===== config.mk =====
export PLATFORM = sky130hd
export DESIGN_NAME = write_traffic_generator
export DESIGN_NICKNAME = d
export VERILOG_FILES = /design/src/write_traffic_generator_pkg.sv /design/src/write_traffic_generator.sv
export VERILOG_INCLUDE_DIRS = /design/src
export SDC_FILE = /design/constraint.sdc
export NUM_CORES = 2
export LEC_CHECK = 0
export BUFFER_PORTS_ARGS = -buffer_cell sky130_fd_sc_hd__buf_2
export CAP_MARGIN = 20
export CORE_ASPECT_RATIO = 0.5
export CORE_MARGIN = 4
export CORE_UTILIZATION = 55
export CTS_CLUSTER_SIZE = 16
export DETAILED_ROUTE_END_ITERATION = 12
export PLACE_DENSITY = 0.74
export REMOVE_ABC_BUFFERS = 1
export SLEW_MARGIN = 10
export SYNTH_ARGS = -nofsm -noshare
export SYNTH_HDL_FRONTEND = slang
export SYNTH_SLANG_ARGS = --single-unit

===== constraint.sdc =====
create_clock -name core_clk -period 5.3 [get_ports core_clk]
set_clock_uncertainty 0.2 [all_clocks]
set_input_delay 1.325 -clock core_clk [delete_from_list [all_inputs] [get_ports core_clk]]
set_output_delay 1.325 -clock core_clk [all_outputs]
set_load 0.005 [all_outputs]

===== src/write_traffic_generator_defs.svh =====
// constants for the write traffic generator
`ifndef WRITE_TRAFFIC_GENERATOR_DEFS_SVH
`define WRITE_TRAFFIC_GENERATOR_DEFS_SVH

`define WTG_ADDR_W      48
`define WTG_UNIT_W      45
`define WTG_UNIT_LSB    3
`define WTG_LFSR_W      32
`define WTG_DATA_W      256
`define WTG_QUEUE_DEPTH 16
`define WTG_BEATS       128
`define WTG_PAUSE       2
`define WTG_WINDOW      100
`define WTG_RATE_W      7

// capacity thresholds in 8 byte units
`define WTG_CAP_8T   45'h0000_8000_0000
`define WTG_CAP_4T   45'h0000_4000_0000
`define WTG_CAP_2T   45'h0000_2000_0000
`define WTG_CAP_1T   45'h0000_1000_0000
`define WTG_CAP_512G 45'h0000_0800_0000
`define WTG_CAP_256G 45'h0000_0400_0000

`define WTG_MSB_0  32'h8000_0000
`define WTG_POLY_0 32'hA300_0000
`define WTG_MSB_1  32'h4000_0000
`define WTG_POLY_1 32'h7800_0000
`define WTG_MSB_2  32'h2000_0000
`define WTG_POLY_2 32'h3280_0000
`define WTG_MSB_3  32'h1000_0000
`define WTG_POLY_3 32'h1D00_0000
`define WTG_MSB_4  32'h0800_0000
`define WTG_POLY_4 32'h0CA0_0000
`define WTG_MSB_5  32'h0400_0000
`define WTG_POLY_5 32'h0720_0000
`define WTG_MSB_6  32'h0200_0000
`define WTG_POLY_6 32'h0388_0000

`endif


===== src/write_traffic_generator_pkg.sv =====
// types of the write traffic generator
`default_nettype none
package write_traffic_generator_pkg;
  typedef enum logic [2:0] {
    addr_idle  = 3'b000,
    addr_write = 3'b001,
    addr_inc   = 3'b010,
    addr_rand  = 3'b011,
    addr_check = 3'b100
  } address_fsm_t;

  typedef enum logic [1:0] {
    data_idle  = 2'b00,
    data_send  = 2'b01,
    data_pause = 2'b10
  } data_fsm_t;
endpackage : write_traffic_generator_pkg
`default_nettype wire

===== src/write_traffic_generator.sv =====
// write traffic generator: address, command and payload sections
`include "write_traffic_generator_defs.svh"
`default_nettype none
module write_traffic_generator
  import write_traffic_generator_pkg::*;
#(
  parameter int DEPTH = `WTG_QUEUE_DEPTH,
  parameter int DW    = `WTG_DATA_W
) (
  // clock and reset
  input  wire logic                   core_clk,
  input  wire logic                   srst,
  // user control
  input  wire logic                   start,
  input  wire logic [`WTG_ADDR_W-1:0] start_addr,
  input  wire logic [31:0]            transfer_len,
  input  wire logic                   address_order_select,
  input  wire logic [`WTG_ADDR_W-1:0] capacity,
  input  wire logic [`WTG_RATE_W-1:0] payload_rate_limit,
  output logic                        busy,
  // write request port
  output logic                        write_request_valid,
  output logic [`WTG_ADDR_W-1:0]      request_block_address,
  input  wire logic                   write_request_accept,
  // write payload port
  output logic                        payload_beat_valid,
  output logic [DW-1:0]               payload_data,
  input  wire logic                   payload_beat_ready
);

  localparam int PW = $clog2(DEPTH);
  localparam logic [`WTG_UNIT_LSB-1:0] LOW_ZERO = 3'h0;

  // ************************************************************
  // helpers
  // ************************************************************
  function automatic logic [63:0] select_poly(input logic [`WTG_UNIT_W-1:0] cap);
    if (cap >= `WTG_CAP_8T) begin
      select_poly = {`WTG_MSB_0, `WTG_POLY_0};
    end else if (cap > `WTG_CAP_4T) begin
      select_poly = {`WTG_MSB_1, `WTG_POLY_1};
    end else if (cap > `WTG_CAP_2T) begin
      select_poly = {`WTG_MSB_2, `WTG_POLY_2};
    end else if (cap > `WTG_CAP_1T) begin
      select_poly = {`WTG_MSB_3, `WTG_POLY_3};
    end else if (cap > `WTG_CAP_512G) begin
      select_poly = {`WTG_MSB_4, `WTG_POLY_4};
    end else if (cap > `WTG_CAP_256G) begin
      select_poly = {`WTG_MSB_5, `WTG_POLY_5};
    end else begin
      select_poly = {`WTG_MSB_6, `WTG_POLY_6};
    end
  endfunction : select_poly

  function automatic logic [`WTG_LFSR_W-1:0] lfsr_step(input logic [`WTG_LFSR_W-1:0] cur,
                                                      input logic [63:0]             pm);
    logic [`WTG_LFSR_W-1:0] sh;
    sh = (cur >> 1) | pm[63:32];
    lfsr_step = cur[0] ? sh : (sh ^ pm[31:0]);
  endfunction : lfsr_step

  // ************************************************************
  // address queues: index 0 request, index 1 header
  // ************************************************************
  logic [1:0]                  q_push;
  logic [1:0]                  q_pop;
  logic [1:0]                  q_empty;
  logic [1:0]                  q_full;
  logic [`WTG_UNIT_W-1:0]      q_head [2];
  logic [`WTG_UNIT_W-1:0]      cur_addr;

  genvar g;
  generate
    for (g = 0; g < 2; g++) begin : gen_queue
      logic [`WTG_UNIT_W-1:0] mem [DEPTH];
      logic [PW:0]            wr_ptr;
      logic [PW:0]            rd_ptr;
      assign q_empty[g] = (wr_ptr == rd_ptr);
      assign q_full[g]  = (wr_ptr[PW-1:0] == rd_ptr[PW-1:0]) && (wr_ptr[PW] != rd_ptr[PW]);
      assign q_head[g]  = mem[rd_ptr[PW-1:0]];
      always_ff @(posedge core_clk) begin
        if (srst) begin
          wr_ptr <= '0;
          rd_ptr <= '0;
        end else begin
          if (q_push[g]) begin
            wr_ptr <= wr_ptr + 1'b1;
          end
          if (q_pop[g]) begin
            rd_ptr <= rd_ptr + 1'b1;
          end
        end
      end
      always_ff @(posedge core_clk) begin
        if (q_push[g]) begin
          mem[wr_ptr[PW-1:0]] <= cur_addr;
        end
      end
    end
  endgenerate

  // ************************************************************
  // address section
  // ************************************************************
  address_fsm_t            address_fsm_state;
  logic [31:0]             remaining;
  logic [`WTG_LFSR_W-1:0]  rand_addr;
  logic [63:0]             poly_sel;
  logic [`WTG_UNIT_W-1:0]  cap_last;
  logic                    random_mode;
  logic                    can_push;

  assign can_push  = !q_full[0] && !q_full[1];
  // same address into both queues in one cycle
  assign q_push[0] = (address_fsm_state == addr_write) && can_push;
  assign q_push[1] = q_push[0];

  always_ff @(posedge core_clk) begin
    if (srst) begin
      address_fsm_state <= addr_idle;
    end else begin
      case (address_fsm_state)
        addr_idle: begin
          if (start && (transfer_len != 32'h0)) begin
            address_fsm_state <= addr_write;
          end
        end
        addr_write: begin
          if (can_push) begin
            if (remaining == 32'h1) begin
              address_fsm_state <= addr_idle;
            end else if (random_mode) begin
              address_fsm_state <= addr_rand;
            end else begin
              address_fsm_state <= addr_inc;
            end
          end
        end
        addr_inc: begin
          address_fsm_state <= addr_write;
        end
        addr_rand: begin
          address_fsm_state <= addr_check;
        end
        addr_check: begin
          // out-of-range values are drawn again
          if ({13'h0, rand_addr} > cap_last) begin
            address_fsm_state <= addr_rand;
          end else begin
            address_fsm_state <= addr_write;
          end
        end
        default: begin
          address_fsm_state <= addr_idle;
        end
      endcase
    end
  end

  always_ff @(posedge core_clk) begin
    if (srst) begin
      remaining   <= 32'h0;
      random_mode <= 1'b0;
      poly_sel    <= 64'h0;
      cap_last    <= '0;
    end else if ((address_fsm_state == addr_idle) && start) begin
      // settings latched so a mid-run change cannot corrupt a sequence
      remaining   <= transfer_len;
      random_mode <= address_order_select;
      poly_sel    <= select_poly(capacity[`WTG_ADDR_W-1:`WTG_UNIT_LSB]);
      cap_last    <= capacity[`WTG_ADDR_W-1:`WTG_UNIT_LSB] - 1'b1;
    end else if (q_push[0]) begin
      remaining <= remaining - 32'h1;
    end
  end

  always_ff @(posedge core_clk) begin
    if (srst) begin
      cur_addr  <= '0;
      rand_addr <= '0;
    end else begin
      case (address_fsm_state)
        addr_idle: begin
          if (start) begin
            cur_addr  <= start_addr[`WTG_ADDR_W-1:`WTG_UNIT_LSB];
            rand_addr <= start_addr[`WTG_UNIT_LSB+`WTG_LFSR_W-1:`WTG_UNIT_LSB];
          end
        end
        addr_inc: begin
          cur_addr <= cur_addr + 1'b1;
        end
        addr_rand: begin
          rand_addr <= lfsr_step(rand_addr, poly_sel);
        end
        addr_check: begin
          cur_addr <= {13'h0, rand_addr};
        end
        default: begin
          cur_addr <= cur_addr;
        end
      endcase
    end
  end

  // ************************************************************
  // command section
  // ************************************************************
  // output stage is a register, so pop whenever it is free or drains
  assign q_pop[0] = !q_empty[0] && (!write_request_valid || write_request_accept);

  always_ff @(posedge core_clk) begin
    if (srst) begin
      write_request_valid   <= 1'b0;
      request_block_address <= '0;
    end else if (q_pop[0]) begin
      write_request_valid   <= 1'b1;
      request_block_address <= {q_head[0], LOW_ZERO};
    end else if (write_request_accept) begin
      write_request_valid <= 1'b0;
    end
  end

  // ************************************************************
  // rate window
  // ************************************************************
  logic [6:0] window_cnt;
  logic       rate_window_on;

  always_ff @(posedge core_clk) begin
    if (srst) begin
      window_cnt     <= 7'h0;
      rate_window_on <= 1'b0;
    end else begin
      window_cnt     <= (window_cnt == 7'(`WTG_WINDOW - 1)) ? 7'h0 : window_cnt + 7'h1;
      rate_window_on <= (window_cnt < payload_rate_limit);
    end
  end

  // ************************************************************
  // data section
  // ************************************************************
  data_fsm_t              data_state;
  logic [6:0]             beat_cnt;
  logic [1:0]             pause_cnt;
  logic [`WTG_UNIT_W-1:0] header;
  logic                   gen_valid;
  logic [DW-1:0]          gen_data;
  logic                   buf_ready;

  assign q_pop[1]  = (data_state == data_idle) && !q_empty[1];
  assign gen_valid = (data_state == data_send) && rate_window_on && buf_ready;
  // beat 0 carries the header, later beats repeat the low 25 header bits with the beat count
  assign gen_data  = (beat_cnt == 7'h0) ? DW'({header, LOW_ZERO})
                   : {(DW/32){header[24:0], beat_cnt}};

  always_ff @(posedge core_clk) begin
    if (srst) begin
      data_state <= data_idle;
      beat_cnt   <= 7'h0;
      pause_cnt  <= 2'h0;
      header     <= '0;
    end else begin
      case (data_state)
        data_idle: begin
          if (q_pop[1]) begin
            header     <= q_head[1];
            beat_cnt   <= 7'h0;
            data_state <= data_send;
          end
        end
        data_send: begin
          if (gen_valid) begin
            beat_cnt <= beat_cnt + 7'h1;
            if (beat_cnt == 7'(`WTG_BEATS - 1)) begin
              pause_cnt  <= 2'(`WTG_PAUSE - 1);
              data_state <= data_pause;
            end
          end
        end
        data_pause: begin
          if (pause_cnt == 2'h0) begin
            data_state <= data_idle;
          end else begin
            pause_cnt <= pause_cnt - 2'h1;
          end
        end
        default: begin
          data_state <= data_idle;
        end
      endcase
    end
  end

  // ************************************************************
  // two-entry payload buffer; slot 0 drives the port
  // ************************************************************
  logic          slot1_valid;
  logic [DW-1:0] slot1_data;
  logic          drain;

  assign buf_ready = !slot1_valid;
  assign drain     = payload_beat_valid && payload_beat_ready;

  always_ff @(posedge core_clk) begin
    if (srst) begin
      payload_beat_valid <= 1'b0;
      slot1_valid        <= 1'b0;
      payload_data       <= '0;
      slot1_data         <= '0;
    end else if (drain || !payload_beat_valid) begin
      if (slot1_valid) begin
        payload_beat_valid <= 1'b1;
        payload_data       <= slot1_data;
        slot1_valid        <= gen_valid;
        slot1_data         <= gen_data;
      end else begin
        payload_beat_valid <= gen_valid;
        payload_data       <= gen_data;
      end
    end else if (gen_valid) begin
      slot1_valid <= 1'b1;
      slot1_data  <= gen_data;
    end
  end

  // ************************************************************
  // busy
  // ************************************************************
  always_ff @(posedge core_clk) begin
    if (srst) begin
      busy <= 1'b0;
    end else begin
      busy <= (address_fsm_state != addr_idle) || !q_empty[0] || !q_empty[1] || (data_state != data_idle)
              || write_request_valid || payload_beat_valid || slot1_valid;
    end
  end

endmodule : write_traffic_generator
`default_nettype wire


==> summary.txt <==
Detailed routing
  • DRC Markers: 0
  • Initial DRC Count: 6160
  • Via count: 45.2k
  • Wirelength per Cell: 27.5 um
  • Post-route ant nets: 0
  • Routed wire length: 197000 um
  • TritonRoute pass-1 iters: 7
  • Vias per Instance: 6.32

Timing
  • Worst relative slew slack: 0.277
  • Minimum clock period: 4.05 ns
  • Maximum clock frequency: 0.247 GHz
  • Pins over their slew limit: 0
  • Period utilization: 0.765
  • Unrepaired setup endpoints after global routing: false
  • Final hold viol count: 0
  • Worst slew pin tran: 1.08 ns
  • Final setup fails: 0
  • Fin Setup TNS: 0 ns

Floorplanning
  • I/O Pins: 448
  • Initial Utilization: 0.558
  • Die footprint: 147000 sq um
  • Core area: 138000 sq um
  • Die Ht: 273 um
  • Horizontal die dimension: 538 um
  • Core Rows: 96

Finish
  • Layout cells sized above 1: 0.253
  • Total Nets Final: 5348
  • Area grow syn2layout: 11.3%

Worst setup path
  • CP top delay family: simple AND/OR/NAND/NOR gates
  • Crit path launch type: register
  • Setup Crit Path Kind: register to register
  • CP Buf/Inv Count: 1
  • CP required: 5.57 ns
  • CP cell instances: xnor2_1, nand4_1, o221a_2, nand2_1, nor2_4, buf_12
  • Critical Path Slowest Stage Cell: o221a_2
  • Critical Path Max Stage Delay: 0.83 ns
  • Crit path DAT: 4.32 ns
  • Crit-path max FO: 33
  • CP Capture Type: register
  • Worst R2R Setup Slack: 1.25 ns

Power and ir drop
  • Leak: 28.5 nW
  • Power Total: 0.0352 W
  • Pwr Density: 411 nW/um^2
  • Max VDD drop: 0.306 mV

CTS
  • Post-CTS Setup Inserts: 0
  • Total CTS buffers: 160
  • H-tree levels: 4
  • Root Buffer: clkbuf_16
  • Worst skew pair latency: 0.81 ns
  • CTS tree: yes
  • Hold-fix buffer count after cts: 0
  • Clock Path Buffers: 3
  • Post-CTS sizing: 0
  • Worst-path clk slew: 0.07 ns
  • CTS sink cnt: 1900

Yosys
  • Synth Cell Area: 77100 sq um
  • Main flop type after synthesis: edfxtp_1
  • Cell count after synthesis: 4912
  • Synth top area cells: edfxtp_1 56%, mux4_2 13%, dfxtp_1 12%
  • Yosys warns: 0
  • Yosys top cell by area: edfxtp_1
  • Synth Register Bits: 1900
  • Post-synth EDFFs: 1440
  • Syn Area/Cell: 15.7 sq um
  • Share of the synthesized area in the top cell type: 0.561
  • Post-synthesis cell type count: 80
  • Asr flop ratio synth: 0
  • Register area share after synthesis: 0.680

GRT
  • Initial antenna violation count: 13
  • Vias in the first global route: 44.0k
  • Largest net degree at the start of global routing: 153
  • Total gr overflow: 0
  • First-pass GRT wire length: 292000 um
  • GRT Overall Usage: 0.268

Run status
  • Status: completed

Place
  • RD Place Congestion: 0.870
  • Number of buffers added on ports: 438
  • DP HPWL: 113000 um

Min path
  • Worst hold path type: register to register

Job
  • # Max-Cap Violations: 0
-- placed cells by master (no fill, tap or decap), types with 23 or more instances in the layout --
master | Yosys | routed
buf_4 | 182 | 89
inv_1 | 66 | 64
a22o_1 | 76 | 76
clkbuf_16 | 0 | 166
mux4_2 | 450 | 450
buf_2 | 36 | 437
xnor2_1 | 56 | 56
nor2_4 | 0 | 23
nand3_1 | 61 | 61
dfxtp_1 | 460 | 449
edfxtp_1 | 1440 | 1440
nor2_1 | 248 | 224
a22oi_1 | 36 | 36
a21oi_1 | 244 | 243
nand4_1 | 37 | 37
a311oi_1 | 42 | 42
clkbuf_1 | 234 | 51
nor3_1 | 57 | 48
buf_12 | 0 | 31
clkinv_1 | 1 | 26
ha_1 | 57 | 57
nand2_1 | 502 | 500
a31oi_1 | 26 | 26
o21ai_0 | 120 | 119
a211oi_1 | 97 | 97
xor2_1 | 41 | 41
nor4_1 | 41 | 41
-- worst reg2reg max path, delay by kind of cell (launching register included) --
family,cells,cell delay (ns)
simple gates,3,1.44
compound gates,1,0.83
flops,1,0.68
buf+inv,1,0.35
xor+xnor,1,0.15
-- Yosys cell counts, drive strengths merged (12+ instances only) --
cell type and number:
a211oi 99, a21boi 17, a21oi 244, a22o 76, a22oi 36, a311oi 42, a31oi 26, and2 12
buf 249, clkbuf 237, dfxtp 460, edfxtp 1440, ha 57, inv 66, mux2 12, mux4 450
nand2 502, nand2b 17, nand3 62, nand4 37, nor2 248, nor3 59, nor4 47, o21ai 121
or3 14, or4 20, xnor2 56, xor2 41
-- logic make-up after synthesis --
group,Yosys count,synth area share
compound gates,756,0.0643
xor+xnor,97,0.0110
buf+inv,553,0.0371
flops,1900,0.680
fa+ha+maj,57,0.00925
simple gates,1076,0.0635
other cells,1,0.0000486
mux,472,0.134
-- path summary, 6_finish.rpt --
path / startpoint / endpoint / cells after the start
min reg2reg: slot1_data[236]$_SDFFE_PP0P_ / slot1_data[236]$_SDFFE_PP0P_ / 2
max reg2reg: gen_queue[0].rd_ptr[1]$_SDFFE_PP0P_ / gen_queue[0].mem[12][39]$_DFFE_PP_ / 6
max: gen_queue[0].rd_ptr[1]$_SDFFE_PP0P_ / gen_queue[0].mem[12][39]$_DFFE_PP_ / 6
min: slot1_data[236]$_SDFFE_PP0P_ / slot1_data[236]$_SDFFE_PP0P_ / 2
-- layout make-up --
type | count | area, sq um
sequential | 1900 | 52500
fill | 9642 | 52300
multi-input combinational | 2461 | 22100
clock buffer | 230 | 4520
timing repair buffer | 560 | 3520
tap | 1862 | 2330
clock inverter | 69 | 613
inverter | 67 | 253
antenna | 6 | 15.0
-- through the flow --
stage,utilization,setup WS (ns),std cells,area (sq um),hold WS [ns]
floorplan,-,-7.09,4428,74500,0.221
global placement,0.584,1.18,6848,80600,0.234
detailed placement,0.584,1.10,6849,80700,0.244
CTS,0.621,1.31,7148,85800,0.251
global route,0.621,1.13,7151,85800,0.267
finish,0.621,1.25,7155,85800,0.249
-- state kept, by name (all words and copies together) (netlist names), 3 cells and up --
name                   count
cap_last                  45
poly_sel                  15
beat_cnt                   7
address_fsm_state          3
remaining                 32
gen_queue.mem           1440
window_cnt                 7
gen_queue.wr_ptr          10
request_block_address     45
payload_data              77
gen_queue.rd_ptr          10
header                    45
cur_addr                  45
rand_addr                 32
slot1_data                77
-- layer usage --
layer	part of all wire	GRT usage	up-vias	routed length, um
li1	-	-	19400	-
met1	0.38	0.371	22800	74700
met2	0.49	0.437	2598	96600
met3	0.10	0.0524	351	20300
met4	0.027	0.0787	6	5320
met5	0.00021	0	-	41
-- power breakdown --
group | internal (W) | total [W] | switching [W]
clock | 0.00634 | 0.0117 | 0.00541
combinational | 0.00269 | 0.00619 | 0.00350
sequential | 0.0168 | 0.0173 | 0.000543
total | 0.0258 | 0.0352 | 0.00946
(Power assumes the default switching activity.)
